==> config.mk <==
export PLATFORM = sky130hd
export DESIGN_NAME = ccs_top
export DESIGN_NICKNAME = d
export VERILOG_FILES = /design/src/verilog/ccs_cfg_store.v /design/src/verilog/ccs_out_lane.v /design/src/verilog/ccs_top.v
export VERILOG_INCLUDE_DIRS = /design/src /design/src/verilog
export SDC_FILE = /design/constraint.sdc
export NUM_CORES = 1
export LEC_CHECK = 0
export ABC_CLOCK_PERIOD_IN_PS = 2550
export BUFFER_PORTS_ARGS = -buffer_cell sky130_fd_sc_hd__buf_4
export CORE_ASPECT_RATIO = 1.25
export CORE_MARGIN = 2
export CORE_UTILIZATION = 55
export CTS_CLUSTER_DIAMETER = 50
export DETAILED_ROUTE_END_ITERATION = 10
export PLACE_DENSITY = 0.78
export SLEW_MARGIN = 10
export SYNTH_ARGS = -nofsm -noshare
export SYNTH_HDL_FRONTEND = slang
export SYNTH_SLANG_ARGS = --single-unit
==> constraint.sdc <==
create_clock -name REF_CLK -period 2.55 [get_ports REF_CLK]
set_input_delay 0.51 -clock REF_CLK [delete_from_list [all_inputs] [get_ports REF_CLK]]
set_output_delay 0.51 -clock REF_CLK [all_outputs]
set_load 0.01 [all_outputs]
==> src/verilog/ccs_map.vh <==
// register offsets, field positions and reset values for clock output control
`ifndef CCS_MAP_VH
`define CCS_MAP_VH

// register offsets (8-bit register address space)
`define CCS_REG_IMASK 8'h06
`define CCS_REG_ADDRLSB 8'h1b
`define CCS_REG_OUTSEL 8'h1f
`define CCS_REG_OUTDIV0 8'h20
`define CCS_REG_OUTDIS 8'h6e
`define CCS_REG_LIVE 8'hda
`define CCS_REG_OUTEN 8'he6
`define CCS_REG_SOFTRST 8'hf6
`define CCS_REG_STICKY 8'hf7

// status bit positions
`define CCS_ST_CAL 0
`define CCS_ST_LOSCLK 2
`define CCS_ST_LOSFB 3
`define CCS_ST_LOL 4
`define CCS_ST_MASK 8'h1d

// soft reset value and field positions
`define CCS_SOFTRST_BIT 1
`define CCS_OUTEN_ALL 4

// output source codes (3 bits)
`define CCS_SRC_OWN 3'h0
`define CCS_SRC_FIRST 3'h1
`define CCS_SRC_OSC 3'h2
`define CCS_SRC_REF 3'h3
`define CCS_SRC_REFDIV 3'h4
`define CCS_SRC_FB 3'h5
`define CCS_SRC_FBDIV 3'h6

// stopped state codes
`define CCS_STOP_TRI 2'h0
`define CCS_STOP_LOW 2'h1
`define CCS_STOP_HIGH 2'h2
`define CCS_STOP_ON 2'h3

// calibration hold after reset, cycles
`define CCS_CAL_CYCLES 16'h0040

`endif

==> src/verilog/ccs_cfg_store.v <==
// one-time programmable configuration store, registered read
`timescale 1ns/10ps
module ccs_cfg_store (
  // clock and reset
  input wire REF_CLK,
  input wire RST_N,
  // read port
  input wire [2:0] rd_addr,
  output reg [7:0] rd_data,
  // programming port
  input wire prog_en,
  input wire [2:0] prog_addr,
  input wire [7:0] prog_data,
  output reg programmed_r
);
  reg [7:0] mem [0:7];
  integer i;

  // writes are accepted only until byte 7 has been programmed
  always @(posedge REF_CLK or negedge RST_N) begin
    if (!RST_N) begin
      rd_data <= 8'h00;
    end else begin
      rd_data <= mem[rd_addr];
    end
  end

  always @(posedge REF_CLK) begin
    if (prog_en && !programmed_r) begin
      mem[prog_addr] <= prog_data;
    end
  end

  // the fuse state itself survives reset in silicon; here reset clears it
  always @(posedge REF_CLK or negedge RST_N) begin
    if (!RST_N) begin
      programmed_r <= 1'b0;
    end else if (prog_en && prog_addr == 3'h7) begin
      programmed_r <= 1'b1;
    end
  end

  initial begin
    for (i = 0; i < 8; i = i + 1) begin
      mem[i] = 8'h00;
    end
  end
endmodule // ccs_cfg_store

==> src/verilog/ccs_out_lane.v <==
// one output lane: source select, post divider, stop state
`timescale 1ns/10ps
`include "ccs_map.vh"
module ccs_out_lane (
  // clock and reset
  input wire clk,
  input wire rst_n,
  // sources
  input wire own_clk,
  input wire first_clk,
  input wire [4:0] in_stage,
  // configuration
  input wire [2:0] src_sel,
  input wire [2:0] div_sel,
  input wire [1:0] stop_state,
  input wire run,
  // result
  output reg out_val,
  output reg out_oe_n,
  output reg align_ok
);
  reg src_now;
  reg src_d_r;
  reg [4:0] cnt_r;
  reg [4:0] cnt_nxt;
  reg div_r;
  wire rise;

  always @* begin
    case (src_sel)
      `CCS_SRC_OWN: src_now = own_clk;
      `CCS_SRC_FIRST: src_now = first_clk;
      `CCS_SRC_OSC: src_now = in_stage[0];
      `CCS_SRC_REF: src_now = in_stage[1];
      `CCS_SRC_REFDIV: src_now = in_stage[2];
      `CCS_SRC_FB: src_now = in_stage[3];
      `CCS_SRC_FBDIV: src_now = in_stage[4];
      default: src_now = own_clk;
    endcase
  end

  assign rise = src_now && !src_d_r;

  // post divider counts source rising edges; div code n gives 2^n, codes 5 to 7 give 32
  always @* begin
    cnt_nxt = cnt_r;
    if (rise) begin
      cnt_nxt = cnt_r + 5'h01;
    end
  end

  always @(posedge clk or negedge rst_n) begin
    if (!rst_n) begin
      src_d_r <= 1'b0;
      cnt_r <= 5'h00;
      div_r <= 1'b0;
      out_val <= 1'b0;
      out_oe_n <= 1'b1;
      align_ok <= 1'b0;
    end else begin
      src_d_r <= src_now;
      cnt_r <= cnt_nxt;
      if (div_sel == 3'h0) begin
        div_r <= src_now;
      end else if (div_sel == 3'h1) begin
        div_r <= cnt_nxt[0];
      end else if (div_sel == 3'h2) begin
        div_r <= cnt_nxt[1];
      end else if (div_sel == 3'h3) begin
        div_r <= cnt_nxt[2];
      end else if (div_sel == 3'h4) begin
        div_r <= cnt_nxt[3];
      end else begin
        div_r <= cnt_nxt[4];
      end
      // bypassed or divided outputs cannot be phase aligned
      align_ok <= (div_sel == 3'h0) &&
        (src_sel == `CCS_SRC_OWN || src_sel == `CCS_SRC_FIRST);
      if (run || stop_state == `CCS_STOP_ON) begin
        out_val <= div_r;
        out_oe_n <= 1'b0;
      end else begin
        out_val <= (stop_state == `CCS_STOP_HIGH);
        out_oe_n <= (stop_state == `CCS_STOP_TRI);
      end
    end
  end
endmodule // ccs_out_lane

==> src/verilog/ccs_top.v <==
// clock output selection, enable and status register logic
`timescale 1ns/10ps
`include "ccs_map.vh"

//////////////////////////////////////////////////////////////////////////////
// Function
// - after default load each output takes its own synthesis divider
// - any output may bypass the PLL from an input-stage signal
// - bypassed outputs are excluded from phase alignment
// - any output may select the first synthesis divider for fan-out
// - post divider of 1,2,4,8,16,32; divide by one after reset
// - no phase alignment when post divider is not one
// - on lock loss each output sits in its configured stopped state
// - always-on outputs ignore disables; host sets fed-back output always-on
// - each output enabled or disabled by register write
// - one global disable pin disables all but always-on outputs together
// - global disable pin high stops all but always-on outputs
// - at reset the stored configuration is copied into working registers
// - configuration store programs once; later changes go to registers
// - serial address low bit is register bit OR the pin level
// - active-high interrupt for signal loss, lock loss, calibration
// - lock-loss status high only while out of range, low in reset
// - calibration status held high through power-on or soft reset
// - live status register shows conditions driving the interrupt
// - sticky register holds live bits until host writes zero
// - register 6 bits 4, 3, 2 and 0 mask status from the interrupt
module ccs_top (
  // clock and reset
  input wire REF_CLK,
  input wire RST_N,
  // register port
  input wire REG_WR,
  input wire REG_RD,
  input wire [7:0] REG_ADDR,
  input wire [7:0] REG_WDATA,
  output reg [7:0] REG_RDATA,
  // configuration store programming
  input wire CFG_PROG_EN,
  input wire [2:0] CFG_PROG_ADDR,
  input wire [7:0] CFG_PROG_DATA,
  output wire CFG_PROGRAMMED,
  // clock sources
  input wire [3:0] SYNTH_CLK,
  input wire [4:0] IN_STAGE_CLK,
  // condition inputs
  input wire INPUT_SIGNAL_MISSING,
  input wire FEEDBACK_SIGNAL_MISSING,
  input wire PLL_OUT_OF_RANGE,
  input wire LOCK_DONE,
  // pins
  input wire ALL_OUTPUTS_DISABLE_PIN,
  input wire ADDR_LSB_PIN,
  output wire SERIAL_ADDR_LSB,
  output wire FAULT_INTERRUPT_PIN,
  output wire SOFT_RESET_ACTIVE,
  // outputs
  output wire [3:0] CLK_OUT,
  output wire [3:0] CLK_OUT_OE_N,
  output wire [3:0] PHASE_ALIGN_OK
);

  localparam ST_LOAD = 2'h0;
  localparam ST_CAL = 2'h1;
  localparam ST_RUN = 2'h2;

  reg [1:0] state_r;
  reg [1:0] state_nxt;
  reg [3:0] load_idx_r;
  reg [15:0] cal_cnt_r;
  reg [7:0] imask_r;
  reg [7:0] addrlsb_r;
  reg [7:0] outen_r;
  reg [7:0] softrst_r;
  reg [7:0] sticky_r;
  reg [11:0] src_sel_r;
  reg [11:0] div_sel_r;
  reg [7:0] stop_r;
  reg soft_d_r;
  reg [7:0] live_r;
  reg fault_interrupt_pin_r;
  wire [7:0] store_data;
  wire soft_rise;
  wire cal_now;
  wire [7:0] live_nxt;
  wire [3:0] lane_run;
  wire wr_sticky;
  genvar g;

  //////////////////////////////////////////////////////////////////////////
  // configuration load from store after reset

  ccs_cfg_store u_store (
    .REF_CLK(REF_CLK),
    .RST_N(RST_N),
    .rd_addr(load_idx_r[2:0]),
    .rd_data(store_data),
    .prog_en(CFG_PROG_EN),
    .prog_addr(CFG_PROG_ADDR),
    .prog_data(CFG_PROG_DATA),
    .programmed_r(CFG_PROGRAMMED)
  );

  assign soft_rise = softrst_r[`CCS_SOFTRST_BIT] && !soft_d_r;

  always @* begin
    state_nxt = state_r;
    case (state_r)
      ST_LOAD: begin
        if (load_idx_r == 4'h8) begin
          state_nxt = ST_CAL;
        end
      end
      ST_CAL: begin
        if (cal_cnt_r == `CCS_CAL_CYCLES && LOCK_DONE) begin
          state_nxt = ST_RUN;
        end
      end
      ST_RUN: begin
        if (soft_rise) begin
          state_nxt = ST_CAL;
        end
      end
      default: state_nxt = ST_LOAD;
    endcase
  end

  always @(posedge REF_CLK or negedge RST_N) begin
    if (!RST_N) begin
      state_r <= ST_LOAD;
      load_idx_r <= 4'h0;
      cal_cnt_r <= 16'h0000;
      soft_d_r <= 1'b0;
    end else begin
      state_r <= state_nxt;
      soft_d_r <= softrst_r[`CCS_SOFTRST_BIT];
      if (state_r == ST_LOAD) begin
        load_idx_r <= load_idx_r + 4'h1;
      end
      if (state_r != ST_CAL) begin
        cal_cnt_r <= 16'h0000;
      end else if (cal_cnt_r != `CCS_CAL_CYCLES) begin
        cal_cnt_r <= cal_cnt_r + 16'h0001;
      end
    end
  end

  //////////////////////////////////////////////////////////////////////////
  // working registers; store byte k lands one cycle after index k is read

  assign wr_sticky = REG_WR && REG_ADDR == `CCS_REG_STICKY;

  always @(posedge REF_CLK or negedge RST_N) begin
    if (!RST_N) begin
      imask_r <= 8'h00;
      addrlsb_r <= 8'h00;
      outen_r <= 8'h00;
      softrst_r <= 8'h00;
      src_sel_r <= 12'h000;
      div_sel_r <= 12'h000;
      stop_r <= 8'h00;
    end else if (state_r == ST_LOAD) begin
      if (load_idx_r != 4'h0) begin
        case (load_idx_r[2:0] - 3'h1)
          3'h0: imask_r <= store_data;
          3'h1: addrlsb_r <= store_data;
          3'h2: outen_r <= store_data;
          3'h3: src_sel_r[7:0] <= store_data;
          3'h4: src_sel_r[11:8] <= store_data[3:0];
          3'h5: div_sel_r[7:0] <= store_data;
          3'h6: div_sel_r[11:8] <= store_data[3:0];
          default: stop_r <= store_data;
        endcase
      end
    end else if (REG_WR) begin
      case (REG_ADDR)
        `CCS_REG_IMASK: imask_r <= REG_WDATA & `CCS_ST_MASK;
        `CCS_REG_ADDRLSB: addrlsb_r <= REG_WDATA;
        `CCS_REG_OUTEN: outen_r <= REG_WDATA;
        `CCS_REG_SOFTRST: softrst_r <= REG_WDATA;
        `CCS_REG_OUTSEL: src_sel_r[11:0] <= {REG_WDATA[5:0], src_sel_r[5:0]};
        `CCS_REG_OUTDIV0: div_sel_r[5:0] <= REG_WDATA[5:0];
        `CCS_REG_OUTDIS: stop_r <= REG_WDATA;
        default: ;
      endcase
    end
  end

  //////////////////////////////////////////////////////////////////////////
  // status, sticky and interrupt

  assign cal_now = (state_r != ST_RUN);
  assign live_nxt = {3'h0,
    PLL_OUT_OF_RANGE && !cal_now,
    FEEDBACK_SIGNAL_MISSING,
    INPUT_SIGNAL_MISSING,
    1'b0,
    cal_now};

  always @(posedge REF_CLK or negedge RST_N) begin
    if (!RST_N) begin
      live_r <= 8'h01;
      sticky_r <= 8'h00;
      fault_interrupt_pin_r <= 1'b0;
    end else begin
      live_r <= live_nxt;
      // set wins over a clear in the same cycle
      if (wr_sticky) begin
        sticky_r <= (sticky_r & REG_WDATA) | live_nxt;
      end else begin
        sticky_r <= sticky_r | live_nxt;
      end
      // registered so decode hazards never reach the pin
      fault_interrupt_pin_r <= |(live_nxt & ~imask_r & `CCS_ST_MASK);
    end
  end

  assign FAULT_INTERRUPT_PIN = fault_interrupt_pin_r;
  assign SOFT_RESET_ACTIVE = softrst_r[`CCS_SOFTRST_BIT];
  assign SERIAL_ADDR_LSB = addrlsb_r[0] | ADDR_LSB_PIN;

  always @(posedge REF_CLK or negedge RST_N) begin
    if (!RST_N) begin
      REG_RDATA <= 8'h00;
    end else if (REG_RD) begin
      case (REG_ADDR)
        `CCS_REG_IMASK: REG_RDATA <= imask_r;
        `CCS_REG_ADDRLSB: REG_RDATA <= addrlsb_r;
        `CCS_REG_OUTEN: REG_RDATA <= outen_r;
        `CCS_REG_SOFTRST: REG_RDATA <= softrst_r;
        `CCS_REG_OUTSEL: REG_RDATA <= {2'h0, src_sel_r[11:6]};
        `CCS_REG_OUTDIV0: REG_RDATA <= {2'h0, div_sel_r[5:0]};
        `CCS_REG_OUTDIS: REG_RDATA <= stop_r;
        `CCS_REG_LIVE: REG_RDATA <= live_r;
        `CCS_REG_STICKY: REG_RDATA <= sticky_r;
        default: REG_RDATA <= 8'h00;
      endcase
    end
  end

  //////////////////////////////////////////////////////////////////////////
  // output lanes

  generate
    for (g = 0; g < 4; g = g + 1) begin : g_lane
      // outputs run only in run state and while the PLL is in range, when not disabled globally or alone
      assign lane_run[g] = (state_r == ST_RUN) &&
        !PLL_OUT_OF_RANGE &&
        !ALL_OUTPUTS_DISABLE_PIN &&
        !outen_r[`CCS_OUTEN_ALL] &&
        !outen_r[g];

      ccs_out_lane u_lane (
        .clk(REF_CLK),
        .rst_n(RST_N),
        .own_clk(SYNTH_CLK[g]),
        .first_clk(SYNTH_CLK[0]),
        .in_stage(IN_STAGE_CLK),
        .src_sel(src_sel_r[3*g+2:3*g]),
        .div_sel(div_sel_r[3*g+2:3*g]),
        .stop_state(stop_r[2*g+1:2*g]),
        .run(lane_run[g]),
        .out_val(CLK_OUT[g]),
        .out_oe_n(CLK_OUT_OE_N[g]),
        .align_ok(PHASE_ALIGN_OK[g])
      );
    end
  endgenerate

endmodule // ccs_top

==> results of run 1 <==
flip-flops by register name, indices dropped and copies added, names as in the netlist, 12 cells and up:
register and flops:
cal_cnt_r 16, src_sel_r 12, div_sel_r 12, g_lane.u_lane.cnt_r 20, u_store.mem 64
placed cells by master (no fill, tap or decap), types with 4 or more instances in the layout:
master	instances
clkbuf_8	6
clkbuf_1	4
o21ai_0	27
o22a_1	4
mux2i_1	17
nor3b_1	5
o21a_1	4
inv_1	36
dfstp_2	5
edfxtp_1	64
nor2_1	77
nand2b_1	13
ha_1	11
nor3_1	10
dfrtp_1	152
a221o_1	5
nor4_1	5
xor2_1	17
and2_1	6
xnor2_1	16
nand4_1	10
buf_4	99
a211oi_1	11
clkbuf_16	23
o22ai_1	19
and3_1	9
mux2_2	46
nand2_1	65
a22oi_1	14
mux4_2	19
or3_1	4
a21oi_1	27
nor4b_1	4
a31oi_1	17
nand3_1	20
stage by stage:
stage	worst slack, ns	hold WS (ns)	instance area, um^2	power [uW]	util
after global placement	0.269	0.442	11000	9940	0.607
after detailed placement	0.204	0.449	11000	10100	0.607
after CTS	0.266	0.117	11800	13500	0.651
final	0.245	0.129	11800	13500	0.651
after global routing	0.136	0.105	11800	14200	0.651
after floorplan	0.000744	0.214	10200	8680	-
cells by family (layout without fill, tap and decap cells):
kind of cell | after synthesis | in the layout | synth area share
adders and majority gates | 11 | 11 | 0.0135
xor gates and xnor gates | 33 | 33 | 0.0283
and+or+nand+nor | 256 | 256 | 0.126
muxes | 84 | 84 | 0.112
DFF | 221 | 221 | 0.574
buffers and inverters | 79 | 179 | 0.0363
AOI/OAI and AO/OA | 162 | 162 | 0.109
worst paths after layout:
| path | endpoint |
|---|---|
| worst min-delay path | live_r[2] |
| worst max-delay path | addrlsb_r[5] |
| min in group asynchronous | cal_cnt_r[1] |
| worst min register to register | g_lane[3].u_lane.cnt_r[4] |
| worst max register to register | addrlsb_r[5] |
| max in group asynchronous | div_sel_r[9] |
worst max-delay path: stages (launching register included):
cell,delay [ns]
dfrtp_1,0.37
inv_1,0.11
ha_1,0.19
or3b_2,0.55
a21boi_4,0.23
a21o_1,0.34
mux2_2,0.39
area by class of cell:
type	count	share of cell area
clock buffer	34	0.0576
inverter	36	0.0114
clock inverter	7	0.00815
tap	228	0.0241
sequential	221	0.495
multi-input combinational	546	0.337
timing repair buffer	102	0.0664
metal layers:
| metal | vias up | wire, um | track usage |
|---|---|---|---|
| met5 | - | 0 | 0 |
| met4 | 0 | 1120 | 0.113 |
| met3 | 79 | 1080 | 0.0321 |
| met2 | 218 | 11500 | 0.407 |
| met1 | 3454 | 9200 | 0.295 |
| li1 | 3260 | - | - |
power groups by stage:
stage          clock, uW  combinational [uW]  sequential (uW)
3_5_place_dp           0                4430             5640
2_1_floorplan          0                3510             5180
3_3_place_gp           0                4320             5620
5_1_grt             3590                4920             5710
4_1_cts             3440                4470             5590
6_report            3390                4470             5620
what timing repair did:
action / in CTS / in global routing
setup endpoints to repair: 0 / 0
gates resized for setup: 0 / 0
hold endpoints to repair: 37 / 0
hold buffers: 1 / 0
==> flow_summary.yaml, run 1 <==
logic_synthesis:
  synthFlopType: "dfrtp_1"
  synth_nets: 904
  synthTopCellsByCount: "152 x dfrtp_1, 77 x nor2_1, 65 x nand2_1"
  syn_area_mm2: 0.0102
  ys_ff_latch: 221
  yosysMostFrequentCell: "dfrtp_1"
  ys_warn_count: 0
  synth_largest_area_cell: "dfrtp_1"
  avgSynthCellArea_um2: 12.1
  yosysSeqAreaShare: 0.574
  synthArstFlopShare: 0.710
  synth_edf_count: 64
  yosysTopAreaCellShare: 0.373
  syn_inst: 846
  ys_types: 76
  synthTopCellsByArea: "dfrtp_1 37%, edfxtp_1 19%, mux2_2 5.1%"
power:
  p_seq_frac: 0.417
  comb_power_share: 0.332
  ir_drop_mv: 0.591
  power_frac_clock: 0.251
  cellPowerDensity_mw_per_mm2: 1140
  p_int_uw: 8780
  p_switching_uw: 4690
  p_sw_frac: 0.348
  p_leak_uw: 0.00492
die:
  io_pins: 71
  coreArea_mm2: 0.0182
  dieArea_mm2: 0.0197
  initial_core_util: 0.562
  die_h_um: 156
  placementRows: 55
  die_w_um: 126
sta:
  period_share: 0.904
  rsz0062_at_grt: "false"
  fmax_mhz: 434
  finalSetupTns_ns: 0
  max_slew.worst_pin.slew_ns: 0.620
  maxSlewViolCount: 0
  hold_violations: 0
  setup_viol: 0
  fin_skew_ns: 0.0126
  max_slew_margin: 0.587
  period_needed_ns: 2.30
finish:
  fill_cells: 1375
  antenna_cells: 0
  nets: 988
  layout.area.seq_mm2: 0.00586
  stdcell_count: 1174
  synthToLayoutAreaGrowth_pct: 15.9
  layout-drive-gt1-share: 0.243
  multi_input_area_mm2: 0.00398
worst_hold_path:
  hp-start: "INPUT_SIGNAL_MISSING"
  min_path_type: "input pin to flop"
  min_path_cells: 1
job:
  drv_cap: 0
setup_path:
  timing.rr.start: "load_idx_r[0]"
  cp_max_fo: 11
  critPathLaunch: "load_idx_r[0]"
  r2r_slack_ns: 0.25
  crit_type: "flop to flop"
  startpoint_type: "flop"
  timing.critical_path.to_type: "flop"
  rr_worst_depth: 6
  required_ns: 2.94
  cp.arrival_ns: 2.69
global_routing:
  grt_max_degree: 58
  antenna_found_initial: 0
  track_usage: 0.236
  grt_pass1_wl_um: 36600
  first_global_vias: 7027
  grt_overflow: 0
placed_design:
  gp_congestion: 0.909
  post-place-cells: 1132
  io_buffers: 70
  dp_hpwl_um: 16500
run_status:
  status: "finished, final reports clean"
cts:
  cts_buffers: 23
  clk_path_buf_depth: 3
  cts.sinks: 221
  cts_tree: "done"
  htree_num_levels: 1
  root_buffer: "clkbuf_16"
  post_cts_buffers: 0
  clkTransAtPathRegs_ns: 0.06
  clk_latency_ns: 0.51
routing:
  ant_nets: 0
  drt-vias-per-instance: 5.97
  drt_iter0_drc: 609
  wl_per_cell_um: 19.5
  drt_wl_total_um: 22900
  vias: 7011
  dr.pass1.iters: 7
  drc_errors: 0
(Power assumes the default switching activity.)
==> run 2, diff against run 1 <==
Settings changed: RECOVER_POWER set to 25.
==> run 2 against run 1 <==
The flow now finishes with violations (capacitance limit, slew limit); die area stayed put; utilization down 0.24 points; setup slack better by 0.0020 ns; sequential share of layout area is 0.18 points higher; non-clock buffer count stayed put.
==> flow_summary.yaml, run 2 (synthesis results as in run 1) <==
run_status:
  status: "finished with violations"
  violations: "capacitance limit, slew limit"
finish:
  final_common_cell: "dfrtp_1"
  largest_register_ff_count: 64
  fin_util: 0.648
  stdcell_count: 1174
  layout.area.seq_mm2: 0.00586
  layout-drive-gt1-share: 0.233
  top_register: "u_store.mem"
  antenna_cells: 0
  fill_cells: 1381
  layout_common_cells: "152 x dfrtp_1, 89 x buf_4, 77 x nor2_1"
  nets: 988
  synthToLayoutAreaGrowth_pct: 15.4
  multi_input_area_mm2: 0.00398
  top_regs: "u_store.mem (64), g_lane.u_lane.cnt_r (20), cal_cnt_r (16)"
routing:
  drt_iter0_drc: 627
  drt_wl_total_um: 23000
  dr.pass1.iters: 5
  wl_per_cell_um: 19.6
  vias: 7000
  drt-vias-per-instance: 5.96
  ant_nets: 0
  drc_errors: 0
setup_path:
  path_delay_family: "compound AO/OA/AOI/OAI gates"
  cp.arrival_ns: 2.69
  startpoint_type: "flop"
  path_buf_inv: 1
  crit_type: "flop to flop"
  crit_path_cell_trace: "inv_1 -> ha_1 -> or3b_2 -> a21boi_4 -> a21o_1 -> mux2_2"
  cpMaxStageDelayCell: "or3b_2"
  cp_max_fo: 11
  rr_worst_depth: 6
  required_ns: 2.94
  timing.critical_path.to_type: "flop"
  timing.critical_path.depth: 6
  slowest_delay_ns: 0.55
worst_hold_path:
  min_path_type: "input pin to flop"
  min_path_cells: 1
sta:
  rsz0062_at_grt: "false"
  max_slew.worst_pin.slew_ns: 1.50
  maxSlewViolCount: 56
  finalSetupTns_ns: 0
  max_slew_margin: -0.00319
  period_share: 0.903
  hold_violations: 0
  fin_skew_ns: 0.0127
  setup_viol: 0
  period_needed_ns: 2.30
  fmax_mhz: 434
  finalWorstSetupSlack_ns: 0.247
cts:
  cts_buffers: 23
  hold_buffers: 1
  post_cts_buffers: 0
  root_buffer: "clkbuf_16"
  clk_latency_ns: 0.51
  clk_path_buf_depth: 3
  cts.sinks: 221
  cts_tree: "done"
  ctsResizeCount: 0
  htree_num_levels: 1
  clkTransAtPathRegs_ns: 0.06
global_routing:
  track_usage: 0.236
  grt_overflow: 0
  grt_max_degree: 58
  antenna_found_initial: 0
  grt_pass1_wl_um: 36600
  first_global_vias: 7027
power:
  ir_drop_mv: 0.594
  p_leak_uw: 0.00488
  cellPowerDensity_mw_per_mm2: 1140
placed_design:
  io_buffers: 70
  dp_hpwl_um: 16500
  post-place-cells: 1132
  post-place-ws_ns: 0.204
  gp_congestion: 0.909
job:
  drv_cap: 1
die:
  coreArea_mm2: 0.0182
  io_pins: 71
  die_w_um: 126
  initial_core_util: 0.562
  die_h_um: 156
  dieArea_mm2: 0.0197
  placementRows: 55
run 2: changes by cell type in the layout (fill, tap and decap cells not counted), sizes merged:
cell / before / now
buf: 101 / 90
clkbuf: 34 / 45
run 2: where the power goes:
part	total (uW)	internal, uW	switching [uW]
clock network	3380	2050	1330
registers	5610	4580	1030
logic	4460	2130	2320
total	13500	8770	4680
run 2: path summary, 6_finish.rpt:
| path | from | endpoint | slack [ns] |
|---|---|---|---|
| max in group asynchronous | RST_N | div_sel_r[9] | 0.61 |
| hold / removal | INPUT_SIGNAL_MISSING | live_r[2] | 0.15 |
| setup reg to reg | load_idx_r[0] | addrlsb_r[5] | 0.25 |
| hold reg to reg | g_lane[3].u_lane.cnt_r[4] | g_lane[3].u_lane.cnt_r[4] | 0.46 |
| min in group asynchronous | RST_N | cal_cnt_r[1] | 0.90 |
| setup / recovery | load_idx_r[0] | addrlsb_r[5] | 0.25 |
run 2: stage by stage:
stage	hold WS, ns	power, uW	instance area, um^2
after global placement	0.442	9940	11000
after detailed placement	0.449	10100	11000
after global routing	0.125	14200	11800
after CTS	0.117	13500	11800
final	0.151	13500	11800
after floorplan	0.214	8680	10200
run 2: cell type report:
class,instances,area share
clock buffer,34,0.0578
clock inverter,7,0.00818
inverter,36,0.0115
multi-input combinational,546,0.338
sequential,221,0.497
tap,228,0.0242
timing repair buffer,102,0.0629
run 2: metal layers:
layer,wire length [um],GRT usage,up-vias
met3,1190,0.0321,81
met4,1160,0.113,0
met1,9100,0.295,3427
li1,-,-,3260
met2,11500,0.407,232
met5,0,0,-
